--- src/common/adc_acc_params.svh ---
`ifndef ADC_ACC_PARAMS_SVH
`define ADC_ACC_PARAMS_SVH

// Register addresses on the special-function bus
`define ACCUMULATE_CONFIG_ADDR 8'hb3
`define BURST_TRACK_TIME_ADDR  8'hb9
`define RESULT_LOW_ADDR        8'hbd
`define RESULT_HIGH_ADDR       8'hbe
`define POWER_CONTROL_ADDR     8'hdf

// Field positions, accumulate_config
`define TWELVE_BIT_ENABLE_BIT  7
`define ACCUMULATE_ENABLE_BIT  6
`define SHIFT_JUSTIFY_FIELD    5:3
`define REPEAT_COUNT_FIELD     2:0

// Field positions, power_control
`define BIAS_SELECT_FIELD      7:6
`define MUX_REF_LP_BIT         5
`define CM_BUFFER_LP_BIT       4
`define POWERUP_DELAY_FIELD    3:0

// Field positions, burst_track_time
`define SINGLE_SAMPLE_BIT      7
`define BURST_TRACK_FIELD      5:0

// Reset values
`define ACCUMULATE_CONFIG_RST  8'h00
`define BURST_TRACK_TIME_RST   8'h1e
`define POWER_CONTROL_RST      8'h0f
`define RESULT_RST             16'h0000

// Timing counts
`define POWERUP_SHIFT          3
`define TRACK_BASE             7'h40
`define DELAYED_TRACK_SAR      3'h4
`define TWELVE_BIT_SUBS        4

`endif

--- src/common/adc_acc_pkg.sv ---
package adc_acc_pkg;

    // Special-function register access, one cycle per strobe
    typedef struct packed {
        logic       wr;
        logic       rd;
        logic [7:0] addr;
        logic [7:0] wdata;
    } sfr_req_s;

    // One result from the analog core
    typedef struct packed {
        logic        valid;
        logic [11:0] data;
    } core_res_s;

    typedef enum logic [5:0] {
        ST_IDLE  = 6'b000001,
        ST_PWRUP = 6'b000010,
        ST_TMDLY = 6'b000100,
        ST_CONV  = 6'b001000,
        ST_WAIT  = 6'b010000,
        ST_TRACK = 6'b100000
    } seq_state_e;

endpackage

--- src/hw/delay_counter.sv ---
// Loadable down-counter stepped by a tick enable
module delay_counter #(
    parameter int W = 7
) (
    input  wire logic         mclk,
    input  wire logic         rst,
    input  wire logic         load,
    input  wire logic [W-1:0] load_value,
    input  wire logic         tick,
    output logic              expired
);

    logic [W-1:0] count;
    logic [W-1:0] next_count;

    // Load wins over a tick in the same cycle
    always_comb begin
        next_count = count;
        if (load) begin
            next_count = load_value;
        end else if (tick && count != '0) begin
            next_count = count - 1'b1;
        end
    end

    always_ff @(posedge mclk) begin
        if (rst) begin
            count <= '0;
        end else begin
            count <= next_count;
        end
    end

    assign expired = (count == '0);

endmodule

--- src/hw/adc_accumulate_ctrl.sv ---
`include "adc_acc_params.svh"
// Behaviour
// - 12-bit results take four core conversions
// - No burst, no accumulate: latest result replaces
// - No burst, accumulate: results add to pair
// - Shift/justify code formats result reads
// - Burst counts 1,4,8,16,32,64, all accumulated
// - 12-bit burst counts 1,2,4,8,16 results
// - Buffer low power; software lengthens tracking
// - Burst power-up wait is eight times field
// - Delayed track adds four SAR clocks
// - Inter-conversion track is 64 minus field
// - No track delay before first burst conversion
// - Single-sample bit picks one or four samples
// - High byte reads formatted, writes load upper
// - Low byte reads formatted, writes load lower
// - Right shift fills upper bits with zero
// - Delayed track starts conversion four SAR later
module adc_accumulate_ctrl
    import adc_acc_pkg::*;
(
    input  wire logic      mclk,
    input  wire logic      rst,
    input  wire sfr_req_s  sfr,
    output logic [7:0]     sfr_rdata,
    input  wire logic      burst_enable,
    input  wire logic      delayed_track_mode,
    input  wire logic      soc,
    input  wire logic      high_freq_oscillator_tick,
    input  wire logic      sar_tick,
    input  wire core_res_s core_res,
    output logic           core_start,
    output logic           core_sample,
    output logic           conv_complete,
    output logic           busy,
    output logic [1:0]     bias_current_select,
    output logic           mux_ref_low_power,
    output logic           cm_buffer_low_power,
    output logic           twelve_bit_mode
);

    logic [7:0]  accumulate_config;
    logic [7:0]  burst_track_time;
    logic [7:0]  power_control;
    logic [15:0] acc;
    logic [7:0]  next_accumulate_config;
    logic [7:0]  next_burst_track_time;
    logic [7:0]  next_power_control;
    logic [15:0] next_acc;

    seq_state_e  state;
    seq_state_e  next_state;
    logic [6:0]  conv_left;
    logic [6:0]  next_conv_left;
    logic [1:0]  sub_idx;
    logic [1:0]  next_sub_idx;
    logic [15:0] sub_sum;
    logic [15:0] next_sub_sum;
    logic        first_res;
    logic        next_first_res;
    logic        next_core_start;
    logic        next_core_sample;
    logic        next_conv_complete;
    logic [7:0]  next_sfr_rdata;

    logic        hf_load;
    logic [6:0]  hf_value;
    logic        hf_done;
    logic        sar_load;
    logic        sar_done;
    logic        result_strobe;
    logic        last_sub;
    logic [15:0] result_value;
    logic [15:0] formatted;
    logic [6:0]  total_conv;

    logic        twelve;
    logic        acc_en;
    logic [2:0]  sj_code;
    logic [2:0]  rpt_code;

    assign twelve   = accumulate_config[`TWELVE_BIT_ENABLE_BIT];
    assign acc_en   = accumulate_config[`ACCUMULATE_ENABLE_BIT];
    assign sj_code  = accumulate_config[`SHIFT_JUSTIFY_FIELD];
    assign rpt_code = accumulate_config[`REPEAT_COUNT_FIELD];

    // Static controls to the analog core come straight from registers
    assign bias_current_select = power_control[`BIAS_SELECT_FIELD];
    assign mux_ref_low_power   = power_control[`MUX_REF_LP_BIT];
    assign cm_buffer_low_power = power_control[`CM_BUFFER_LP_BIT];
    assign twelve_bit_mode     = twelve;

    // Shared counter for power-up and inter-conversion tracking
    delay_counter #(.W(7)) hf_counter (
        .mclk       (mclk),
        .rst        (rst),
        .load       (hf_load),
        .load_value (hf_value),
        .tick       (high_freq_oscillator_tick),
        .expired    (hf_done)
    );

    // Extra SAR clocks of delayed track mode
    delay_counter #(.W(3)) sar_counter (
        .mclk       (mclk),
        .rst        (rst),
        .load       (sar_load),
        .load_value (`DELAYED_TRACK_SAR),
        .tick       (sar_tick),
        .expired    (sar_done)
    );

    // Core conversions per start; 12-bit needs four per result
    always_comb begin
        if (!burst_enable) begin
            total_conv = twelve ? 7'd4 : 7'd1;
        end else begin
            case (rpt_code)
                3'h0:    total_conv = twelve ? 7'd4 : 7'd1;
                3'h1:    total_conv = 7'd4;
                3'h2:    total_conv = 7'd8;
                3'h3:    total_conv = 7'd16;
                3'h4:    total_conv = 7'd32;
                default: total_conv = 7'd64; // Reserved codes clamp
            endcase
        end
    end

    // Partial sum of the sub-conversions of one result
    assign last_sub      = !twelve || sub_idx == 2'd3;
    assign result_value  = (sub_idx == 2'd0 ? 16'h0000 : sub_sum)
                         + {4'h0, core_res.data};
    assign result_strobe = state == ST_WAIT && core_res.valid && last_sub;

    // Sequencer: power-up, delayed track, convert, inter-track
    always_comb begin
        next_state         = state;
        next_conv_left     = conv_left;
        next_sub_idx       = sub_idx;
        next_sub_sum       = sub_sum;
        next_first_res     = first_res;
        next_core_start    = 1'b0;
        next_core_sample   = core_sample;
        next_conv_complete = 1'b0;
        hf_load            = 1'b0;
        hf_value           = 7'h00;
        sar_load           = 1'b0;
        case (state)
            ST_IDLE: begin
                if (soc) begin
                    next_conv_left = total_conv;
                    next_sub_idx   = 2'd0;
                    next_first_res = 1'b1;
                    if (burst_enable) begin
                        hf_load    = 1'b1;
                        hf_value   = {power_control[`POWERUP_DELAY_FIELD],
                                      3'b000};
                        next_state = ST_PWRUP;
                    end else if (delayed_track_mode) begin
                        sar_load   = 1'b1;
                        next_state = ST_TMDLY;
                    end else begin
                        next_state = ST_CONV;
                    end
                end
            end
            ST_PWRUP, ST_TRACK: begin
                if (hf_done) begin
                    if (delayed_track_mode) begin
                        sar_load   = 1'b1;
                        next_state = ST_TMDLY;
                    end else begin
                        next_state = ST_CONV;
                    end
                end
            end
            ST_TMDLY: begin
                if (sar_done) begin
                    next_state = ST_CONV;
                end
            end
            ST_CONV: begin
                next_core_start  = 1'b1;
                // One sample per 12-bit result when asked for
                next_core_sample = !(twelve && sub_idx != 2'd0 &&
                    burst_track_time[`SINGLE_SAMPLE_BIT]);
                next_state       = ST_WAIT;
            end
            ST_WAIT: begin
                if (core_res.valid) begin
                    next_sub_sum   = result_value;
                    next_sub_idx   = last_sub ? 2'd0 : sub_idx + 2'd1;
                    next_conv_left = conv_left - 7'd1;
                    if (last_sub) begin
                        next_first_res = 1'b0;
                    end
                    if (conv_left == 7'd1) begin
                        next_conv_complete = 1'b1;
                        next_state         = ST_IDLE;
                    end else if (burst_enable) begin
                        // Track delay only between conversions
                        hf_load    = 1'b1;
                        hf_value   = `TRACK_BASE -
                            {1'b0, burst_track_time[`BURST_TRACK_FIELD]};
                        next_state = ST_TRACK;
                    end else begin
                        next_state = ST_CONV;
                    end
                end
            end
            default: begin
                next_state = ST_IDLE;
            end
        endcase
    end

    always_ff @(posedge mclk) begin
        if (rst) begin
            state         <= ST_IDLE;
            conv_left     <= 7'h00;
            sub_idx       <= 2'd0;
            sub_sum       <= 16'h0000;
            first_res     <= 1'b0;
            core_start    <= 1'b0;
            core_sample   <= 1'b0;
            conv_complete <= 1'b0;
            busy          <= 1'b0;
        end else begin
            state         <= next_state;
            conv_left     <= next_conv_left;
            sub_idx       <= next_sub_idx;
            sub_sum       <= next_sub_sum;
            first_res     <= next_first_res;
            core_start    <= next_core_start;
            core_sample   <= next_core_sample;
            conv_complete <= next_conv_complete;
            busy          <= next_state != ST_IDLE;
        end
    end

    // Registers and accumulator; a software write beats a new result in the byte it writes
    always_comb begin
        next_accumulate_config = accumulate_config;
        next_burst_track_time  = burst_track_time;
        next_power_control     = power_control;
        next_acc               = acc;
        if (result_strobe) begin
            if (acc_en || (burst_enable && !first_res)) begin
                next_acc = acc + result_value;
            end else begin
                next_acc = result_value;
            end
        end
        if (sfr.wr) begin
            case (sfr.addr)
                `ACCUMULATE_CONFIG_ADDR: next_accumulate_config = sfr.wdata;
                `BURST_TRACK_TIME_ADDR:  next_burst_track_time  = sfr.wdata;
                `POWER_CONTROL_ADDR:     next_power_control     = sfr.wdata;
                `RESULT_HIGH_ADDR: next_acc[15:8] = sfr.wdata;
                `RESULT_LOW_ADDR:  next_acc[7:0]  = sfr.wdata;
                default: begin
                end
            endcase
        end
    end

    always_ff @(posedge mclk) begin
        if (rst) begin
            accumulate_config <= `ACCUMULATE_CONFIG_RST;
            burst_track_time  <= `BURST_TRACK_TIME_RST;
            power_control     <= `POWER_CONTROL_RST;
            acc               <= `RESULT_RST;
        end else begin
            accumulate_config <= next_accumulate_config;
            burst_track_time  <= next_burst_track_time;
            power_control     <= next_power_control;
            acc               <= next_acc;
        end
    end

    // Read formatting; reserved codes read the raw sum
    always_comb begin
        case (sj_code)
            3'h0:    formatted = acc;
            3'h1:    formatted = acc >> 1;
            3'h2:    formatted = acc >> 2;
            3'h3:    formatted = acc >> 3;
            3'h4:    formatted = twelve ? acc << 4 : acc << 6;
            default: formatted = acc;
        endcase
    end

    // Read data is registered, so it answers one cycle after the strobe
    always_comb begin
        next_sfr_rdata = sfr_rdata;
        if (sfr.rd) begin
            case (sfr.addr)
                `ACCUMULATE_CONFIG_ADDR: next_sfr_rdata = accumulate_config;
                `BURST_TRACK_TIME_ADDR:  next_sfr_rdata = burst_track_time;
                `POWER_CONTROL_ADDR:     next_sfr_rdata = power_control;
                `RESULT_HIGH_ADDR: next_sfr_rdata = formatted[15:8];
                `RESULT_LOW_ADDR:  next_sfr_rdata = formatted[7:0];
                default:           next_sfr_rdata = 8'h00;
            endcase
        end
    end

    always_ff @(posedge mclk) begin
        if (rst) begin
            sfr_rdata <= 8'h00;
        end else begin
            sfr_rdata <= next_sfr_rdata;
        end
    end

    // Helper counts of delay ticks, read only by the checks below
    logic [6:0] hf_seen;
    logic [2:0] sar_seen;
    always_ff @(posedge mclk) begin
        if (rst || hf_load) begin
            hf_seen <= 7'h00;
        end else if (high_freq_oscillator_tick && !hf_done) begin
            hf_seen <= hf_seen + 7'd1;
        end
        if (rst || sar_load) begin
            sar_seen <= 3'h0;
        end else if (sar_tick && !sar_done) begin
            sar_seen <= sar_seen + 3'd1;
        end
    end
endmodule

--- config.mk ---
export PLATFORM = sky130hd
export DESIGN_NAME = adc_accumulate_ctrl
export DESIGN_NICKNAME = d
export VERILOG_FILES = /design/src/common/adc_acc_pkg.sv /design/src/hw/delay_counter.sv /design/src/hw/adc_accumulate_ctrl.sv
export VERILOG_INCLUDE_DIRS = /design/src /design/src/common
export SDC_FILE = /design/constraint.sdc
export NUM_CORES = 1
export LEC_CHECK = 0
export CAP_MARGIN = 20
export CORE_ASPECT_RATIO = 0.9
export CORE_MARGIN = 3
export CORE_UTILIZATION = 55
export CTS_BUF_LIST = sky130_fd_sc_hd__clkbuf_8
export CTS_CLUSTER_DIAMETER = 80
export CTS_CLUSTER_SIZE = 30
export DETAILED_ROUTE_END_ITERATION = 10
export DONT_BUFFER_PORTS = 1
export GPL_TIMING_DRIVEN = 0
export PLACE_DENSITY = 0.7
export SYNTH_ARGS = -nofsm -noshare
export SYNTH_HDL_FRONTEND = slang
export SYNTH_SLANG_ARGS = --single-unit
--- constraint.sdc ---
create_clock -name mclk -period 5.2 [get_ports mclk]
set_input_delay 0.78 -clock mclk [delete_from_list [all_inputs] [get_ports mclk]]
set_output_delay 0.78 -clock mclk [all_outputs]
set_load 0.1 [all_outputs]
==> impl_results.md, run 1 <==
* Cts bufs inserted at 9
* Avg Inst Size Synth at 7.56 um2
* Main flop type after synthesis: dfxtp_1
* Final setup fails at 0
* Cell leakage power at 0.00286 uW
* CP cell instances: inv_1 > ha_2 > buf_2 > nor2b_1 > ha_1 > inv_1 > fa_1 > nor2b_1 > o211ai_1 > a21boi_2 > nor2_1 > xnor2_2 > ha_1 > a21o_1 > o311ai_2 > a21oi_1 > o2111ai_2 > a211oi_1 > a2111oi_2 > a32o_1
* CP max-delay cell: dfxtp_1
* Routed WL at ~22000 um
* Worst R2R Start: sub_idx[0]$_SDFFE_PP0P_
* Vias in the first global route at 6970
* Post-layout min period at 4.76 ns
* Register clock-pin slew on the reported worst setup and hold paths at 0.10 ns
* Placeable core area at 0.0123 mm2
* Worst slew pin tran at about 1.1 ns
* Die Width at 125 um
* DR WL/cell at 19.7 um
* Root buffer cell: clkbuf_8
* Number of synthesized register bits at 94
* Fillers at 1126
* Setup TNS at 0 ns
* Clk_lat worst skew at 0.39 ns
* Critical Path End: acc[15]$_SDFF_PP0_
* Largest stage delay, worst path at 0.41 ns
* CTS tree: built
* Reg-to-Reg End: acc[15]$_SDFF_PP0_
* CP top delay family: compound AO/OA/AOI/OAI gates
* PwrDens at 211 mW/mm2
* Mapped Nets at 1010
* Status: complete, no violations
* Routability congestion estimate at 0.943
* GR Overflow Total at 0
* Detailed placer's ending HPWL at 16600 um
* Kind of critical path: reg -> reg
* CP Launch Point: sub_idx[0]$_SDFFE_PP0P_
* Number of max-cap violations at 0
* Diode count at 0
* Fin. max-slew vios at 0
* R2R depth at 20
* Synth cell types at 80
* Hold depth at 2
* Global-route wire length before repair at 35400 um
* Hold Path Class: reg -> reg
* Area Growth Syn to Fin at 5.91%
* Final ANT Viol Nets at 0
* Die area at 0.0142 mm2
* Commonest cells after routing, fill and taps aside: 111 x nand2_1, 99 x nor2_1, 94 x dfxtp_1
* H-tree Lvls at 3
* Worst VDD drop at around 160 uV
* Die Ht at 113 um
* Initial antenna violation count at 1
* Crit path DAT at 5.10 ns
* Largest net degree at the start of global routing at 18
* Post-Syn Instances at 932
* Final hold vios at 0
* Slack of the critical path at 0.440 ns
* Iter 0 DRT Violations at approximately 810
* Drt pass-1 iters at 6
* Clock Sinks at 94
* Worst reg2reg setup slack at around 0.44 ns
* Number of port buffers at 0
* Register area share after synthesis at 26.7%
* Yosys warning total at 0
* Crit-path max FO at 12
* Worst Path Buf+Inv at 3
* Leading cell type in the layout, fill and taps excluded: nand2_1
* Total number of vias at 7250
* Relative slew slack at around 24%
* NumNets Final at 1020
* IO Count at 55
* Row count at 38
* Share of layout cells above drive strength 1 at 5.28%
* Async set-or-reset flop fraction in the synthesized netlist at 0%
* # DRC at 0
* CP required at 5.54 ns
* Post-Synthesis Cell Area at 0.00705 mm2
* Worst slack at placement at -0.118 ns
* Post-route clock period utilization at 91.5%
* Startpoint types: register
* Deepest clock path buffer count at 2
* Starting density of the core at 57.4%
* Crit end category: register
* Global-route usage over all layers at 30.5%
* Post-CTS setup buffer count at 0
* RSZ-0062 raised after global routing: no
* DR vias/cell at ~6.5
* Post-synth EDFFs at 0
* Crit path depth at 20
* Worst Skew at 0.0134 ns
* Fmax at 0.210 GHz
[final cells by class]
| type | instances | area, um2 | area share [%] |
|---|---|---|---|
| multi-input cells | 755 | 4850 | 65.0 |
| clock buffers | 9 | 124 | 1.66 |
| flip-flops and latches | 94 | 1880 | 25.2 |
| plain buffers | 55 | 224 | 3.00 |
| inverters | 27 | 101 | 1.36 |
| clock inverters | 7 | 81.3 | 1.09 |
| well taps | 160 | 200 | 2.68 |
[cells in the mapped netlist (19+ instances only)]
cell | n | area [um2]
a22oi_1 | 19 | 143
mux2i_1 | 44 | 440
o211ai_1 | 21 | 158
nor3_1 | 23 | 115
nor2b_1 | 27 | 169
o21ai_0 | 41 | 205
nand3_1 | 27 | 135
inv_1 | 25 | 93.8
a21oi_1 | 89 | 445
nor2_1 | 99 | 372
nand2_1 | 111 | 417
clkbuf_1 | 43 | 161
ha_1 | 38 | 475
dfxtp_1 | 94 | 1880
[cells by family (layout without fill, tap and decap cells)]
| logic type | after synthesis | after routing | synth area share [%] |
|---|---|---|---|
| AND/OR/NAND/NOR | 354 | 354 | 24.0 |
| flip-flops | 94 | 94 | 26.7 |
| adder cells (fa/ha/maj) | 40 | 40 | 7.32 |
| buffers and inverters | 83 | 98 | 4.65 |
| XOR/XNOR | 30 | 30 | 3.73 |
| multiplexers | 47 | 47 | 6.73 |
| AO/OA/AOI/OAI | 284 | 284 | 26.9 |
[sequential cells by signal (all words and copies together) (netlist names)]
register,cells
hf_counter.count,7
accumulate_config,8
sar_counter.count,3
state,6
sfr_rdata,8
sub_sum,16
acc,16
conv_left,7
first_res,1
core_start,1
core_sample,1
busy,1
power_control,8
burst_track_time,8
conv_complete,1
sub_idx,2
[layer usage]
| layer | vias up | routed length, um | global-route usage, % |
|---|---|---|---|
| li1 | 3427 | - | - |
| met1 | 3412 | 9410 | 40.0 |
| met2 | 335 | 9630 | 48.2 |
| met3 | 74 | 1740 | 6.09 |
| met4 | 2 | 1020 | 15.5 |
| met5 | - | 21 | 0 |
[worst min-delay path by stage]
| stage | start | end | slack, ns |
|---|---|---|---|
| finish | sub_sum[0]$_SDFFE_PP0P_ | sub_sum[0]$_SDFFE_PP0P_ | 0.45 |
| global route | rst | state[0]$_SDFF_PP1_ | 0.48 |
| CTS | sub_sum[0]$_SDFFE_PP0P_ | sub_sum[0]$_SDFFE_PP0P_ | 0.46 |
| detailed placement | sub_sum[0]$_SDFFE_PP0P_ | sub_sum[0]$_SDFFE_PP0P_ | 0.44 |
| global placement | sub_sum[6]$_SDFFE_PP0P_ | sub_sum[6]$_SDFFE_PP0P_ | 0.44 |
| floorplan | sub_sum[0]$_SDFFE_PP0P_ | sub_sum[0]$_SDFFE_PP0P_ | 0.43 |
[report_power, final]
part / switching (uW) / total (uW) / internal [uW]
Combinational: 165 / 267 / 102
Sequential: 37.4 / 783 / 745
Clock: 296 / 526 / 230
Total: 499 / 1580 / 1080
[what timing repair did]
action                     in CTS  in global routing
hold buffers                    0                  0
setup endpoints to repair       3                  4
gates resized for setup         2                  5
[worst reg2reg max path: stages (launching register included)]
cell,delay [ns]
dfxtp_1,0.41
inv_1,0.07
ha_2,0.28
buf_2,0.23
nor2b_1,0.14
ha_1,0.21
inv_1,0.06
fa_1,0.40
nor2b_1,0.17
o211ai_1,0.12
a21boi_2,0.25
nor2_1,0.10
xnor2_2,0.24
ha_1,0.35
a21o_1,0.21
o311ai_2,0.34
a21oi_1,0.19
o2111ai_2,0.29
a211oi_1,0.14
a2111oi_2,0.35
a32o_1,0.16
[stage by stage]
stage          utilization, %  instance area (um2)  total power [uW]  hold slack (ns)  cells
6_report                 60.8                 7460              1580            0.455   1107
5_1_grt                  60.8                 7460              1650            0.476   1107
4_1_cts                  60.8                 7460              1570            0.457   1108
3_5_place_dp             59.1                 7250              1060            0.443   1092
3_3_place_gp             59.1                 7250              1050            0.438   1092
2_1_floorplan               -                 7050               997            0.432    932
No activity file was read; power rests on OpenSTA's default activity.
==> run 2, diff against run 1 <==
Settings changed: PLACE_DENSITY 0.7 to unset, PLACE_DENSITY_LB_ADDON set to 0.08.
==> run 2 against run 1 <==
  * Critical path type unchanged
  * Sequential power about the same
  * Die area unchanged
  * Combinational power is essentially flat
  * Core utilization is 0.092 points lower
  * Final area decreased by 0.15%
==> impl_results.md, run 2 (synthesis results as in run 1) <==
* # DRC at 0 (unchanged)
* GR Overflow Total at 0 (unchanged)
* Register clock-pin slew on the reported worst setup and hold paths at 0.11 ns (about the same)
* CTS tree: built
* Clk_lat worst skew at 0.39 ns (about the same)
* Vias in the first global route at 6940 (-0.43%)
* PwrDens at 211 mW/mm2 (about the same)
* Fmax at 0.216 GHz (+2.8%)
* Global-route usage over all layers at 30.5% (-0.080 points)
* Crit end category: register
* Routability congestion estimate at 0.979 (+3.9%)
* Crit-path max FO at 21 (+9)
* Worst Skew at 0.0208 ns (+0.00746 ns)
* Relative slew slack at 21.7% (-2.5 points)
* Initial antenna violation count at 0 (-1)
* Routed WL at 22000 um (+0.75%)
* Root buffer cell: clkbuf_8
* Die Width at 125 um (unchanged)
* Die Ht at 113 um (unchanged)
* DR vias/cell at 6.56 (+0.16%)
* Tot Pwr at 1580 uW (about the same)
* Starting density of the core at 57.4% (unchanged)
* NumNets Final at 1019 (-0.098%)
* Worst reg2reg setup slack at 0.57 ns (+0.13 ns)
* Die area at 0.0142 mm2 (unchanged)
* CP required at 5.55 ns (about the same)
* Hold Path Class: reg -> reg
* Crit path DAT at 4.98 ns (-0.12 ns)
* Startpoint types: register
* Status: complete, no violations
* Iter 0 DRT Violations at 904 (+12%)
* Clock Sinks at 94 (unchanged)
* IO Count at 55 (unchanged)
* Hold Startpoint: sub_sum[3]$_SDFFE_PP0P_
* Hold Buf Count CTS at 0 (unchanged)
* Post-layout min period at 4.63 ns (-0.130 ns)
* Setup TNS at 0 ns (unchanged)
* Total number of vias at 7255 (+0.069%)
* Final hold vios at 0 (unchanged)
* Worst slack at placement at -0.103 ns (+0.0145 ns)
* Post-layout util at 60.7% (-0.092 points)
* Worst R2R Start: sub_idx[0]$_SDFFE_PP0P_
* WHS Endpoint: sub_sum[3]$_SDFFE_PP0P_
* Worst slew pin tran at 1.17 ns (+0.0374 ns)
* Row count at 38 (unchanged)
* Detailed placer's ending HPWL at 16900 um (+1.8%)
* Worst VDD drop at 254 uV (+62%)
* Commonest cells after routing, fill and taps aside: 111 x nand2_1, 99 x nor2_1, 94 x dfxtp_1
* Diode count at 0 (unchanged)
* Post-CTS setup buffer count at 0 (unchanged)
* Cts bufs inserted at 9 (unchanged)
* Largest net degree at the start of global routing at 20 (+2)
* Global-route wire length before repair at 35300 um (-0.21%)
* WHS at 0.455 ns (-0.0000550 ns)
* Post-route clock period utilization at 89.0% (-2.5 points)
* H-tree Lvls at 3 (unchanged)
* Slack of the critical path at 0.569 ns (+0.130 ns)
* Number of max-cap violations at 0 (unchanged)
* Final setup fails at 0 (unchanged)
* Number of port buffers at 0 (unchanged)
* Deepest clock path buffer count at 2 (unchanged)
* Drt pass-1 iters at 6 (unchanged)
* DR WL/cell at 19.9 um (+0.84%)
* Hold depth at 2 (unchanged)
* Cell leakage power at 0.00286 uW (-0.13%)
* Kind of critical path: reg -> reg
* RSZ-0062 raised after global routing: no
* Final ANT Viol Nets at 0 (unchanged)
* Share of layout cells above drive strength 1 at 5.07% (-0.21 points)
* Reg-to-Reg End: acc[15]$_SDFF_PP0_
* Leading cell type in the layout, fill and taps excluded: nand2_1
* Top flop regs: acc: 16 flops, sub_sum: 16 flops
* Fin. max-slew vios at 0 (unchanged)
* R2R depth at 20 (unchanged)
* Area Growth Syn to Fin at 5.75%
* Placeable core area at 0.0123 mm2 (unchanged)
## run 2: changes by cell type in the layout (fill, tap and decap cells not counted)
cell	before	now
a21boi_1	1	2
a21boi_2	1	0
buf_2	8	7
inv_6	1	2
inv_8	2	1
## run 2: per-layer routing
metal | vias up | track usage (%) | part of all wire [%]
li1 | 3426 | - | -
met1 | 3405 | 39.9 | 43
met2 | 363 | 50.3 | 45
met3 | 61 | 5.85 | 8.1
met4 | 0 | 11.4 | 3.6
met5 | - | 0 | 0
## run 2: layout make-up
| class | instances | area (um2) |
|---|---|---|
| fillers | 1132 | 4820 |
| multi-input cells | 755 | 4850 |
| well taps | 160 | 200 |
| plain buffers | 54 | 219 |
| clock inverters | 7 | 78.8 |
| flip-flops and latches | 94 | 1880 |
| inverters | 27 | 101 |
| clock buffers | 9 | 124 |
## run 2: worst max path at each step
stage,startpoint,endpoint,slack (ns)
finish,sub_idx[0]$_SDFFE_PP0P_,acc[15]$_SDFF_PP0_,0.57
floorplan,sub_idx[0]$_SDFFE_PP0P_,acc[15]$_SDFF_PP0_,0.84
detailed placement,sub_idx[0]$_SDFFE_PP0P_,acc[15]$_SDFF_PP0_,-0.10
CTS,sub_idx[0]$_SDFFE_PP0P_,acc[15]$_SDFF_PP0_,0.12
global placement,sub_idx[0]$_SDFFE_PP0P_,acc[15]$_SDFF_PP0_,0.02
global route,sub_idx[0]$_SDFFE_PP0P_,acc[15]$_SDFF_PP0_,0.11
## run 2: per-stage QoR
step                std cells  instance area, um2
finish                   1106                7450
global route             1106                7450
CTS                      1107                7440
detailed placement       1092                7250
global placement         1092                7250
floorplan                 932                7050
## run 2: critical path, stage by stage, from the launching register on
cell,delay [ns]
dfxtp_1,0.40
inv_1,0.07
ha_2,0.33
nor2b_1,0.16
ha_1,0.22
inv_1,0.07
fa_1,0.40
nor2b_1,0.18
o211ai_1,0.11
a21boi_1,0.34
nor2_1,0.12
xnor2_2,0.23
ha_1,0.34
a21oi_1,0.27
nand2_1,0.13
o311ai_2,0.10
a21oi_1,0.18
o2111ai_2,0.28
a211oi_1,0.13
a2111oi_2,0.35
a32o_1,0.16
## run 2: power by group
group	internal, uW	total, uW	switching (uW)
registers	745	783	37.3
logic	103	269	166
clock network	228	524	295
## run 2: timing repair
item | in CTS | in global routing
gates cloned | 0 | 0
setup endpoints to repair | 2 | 6
resized for setup | 1 | 2
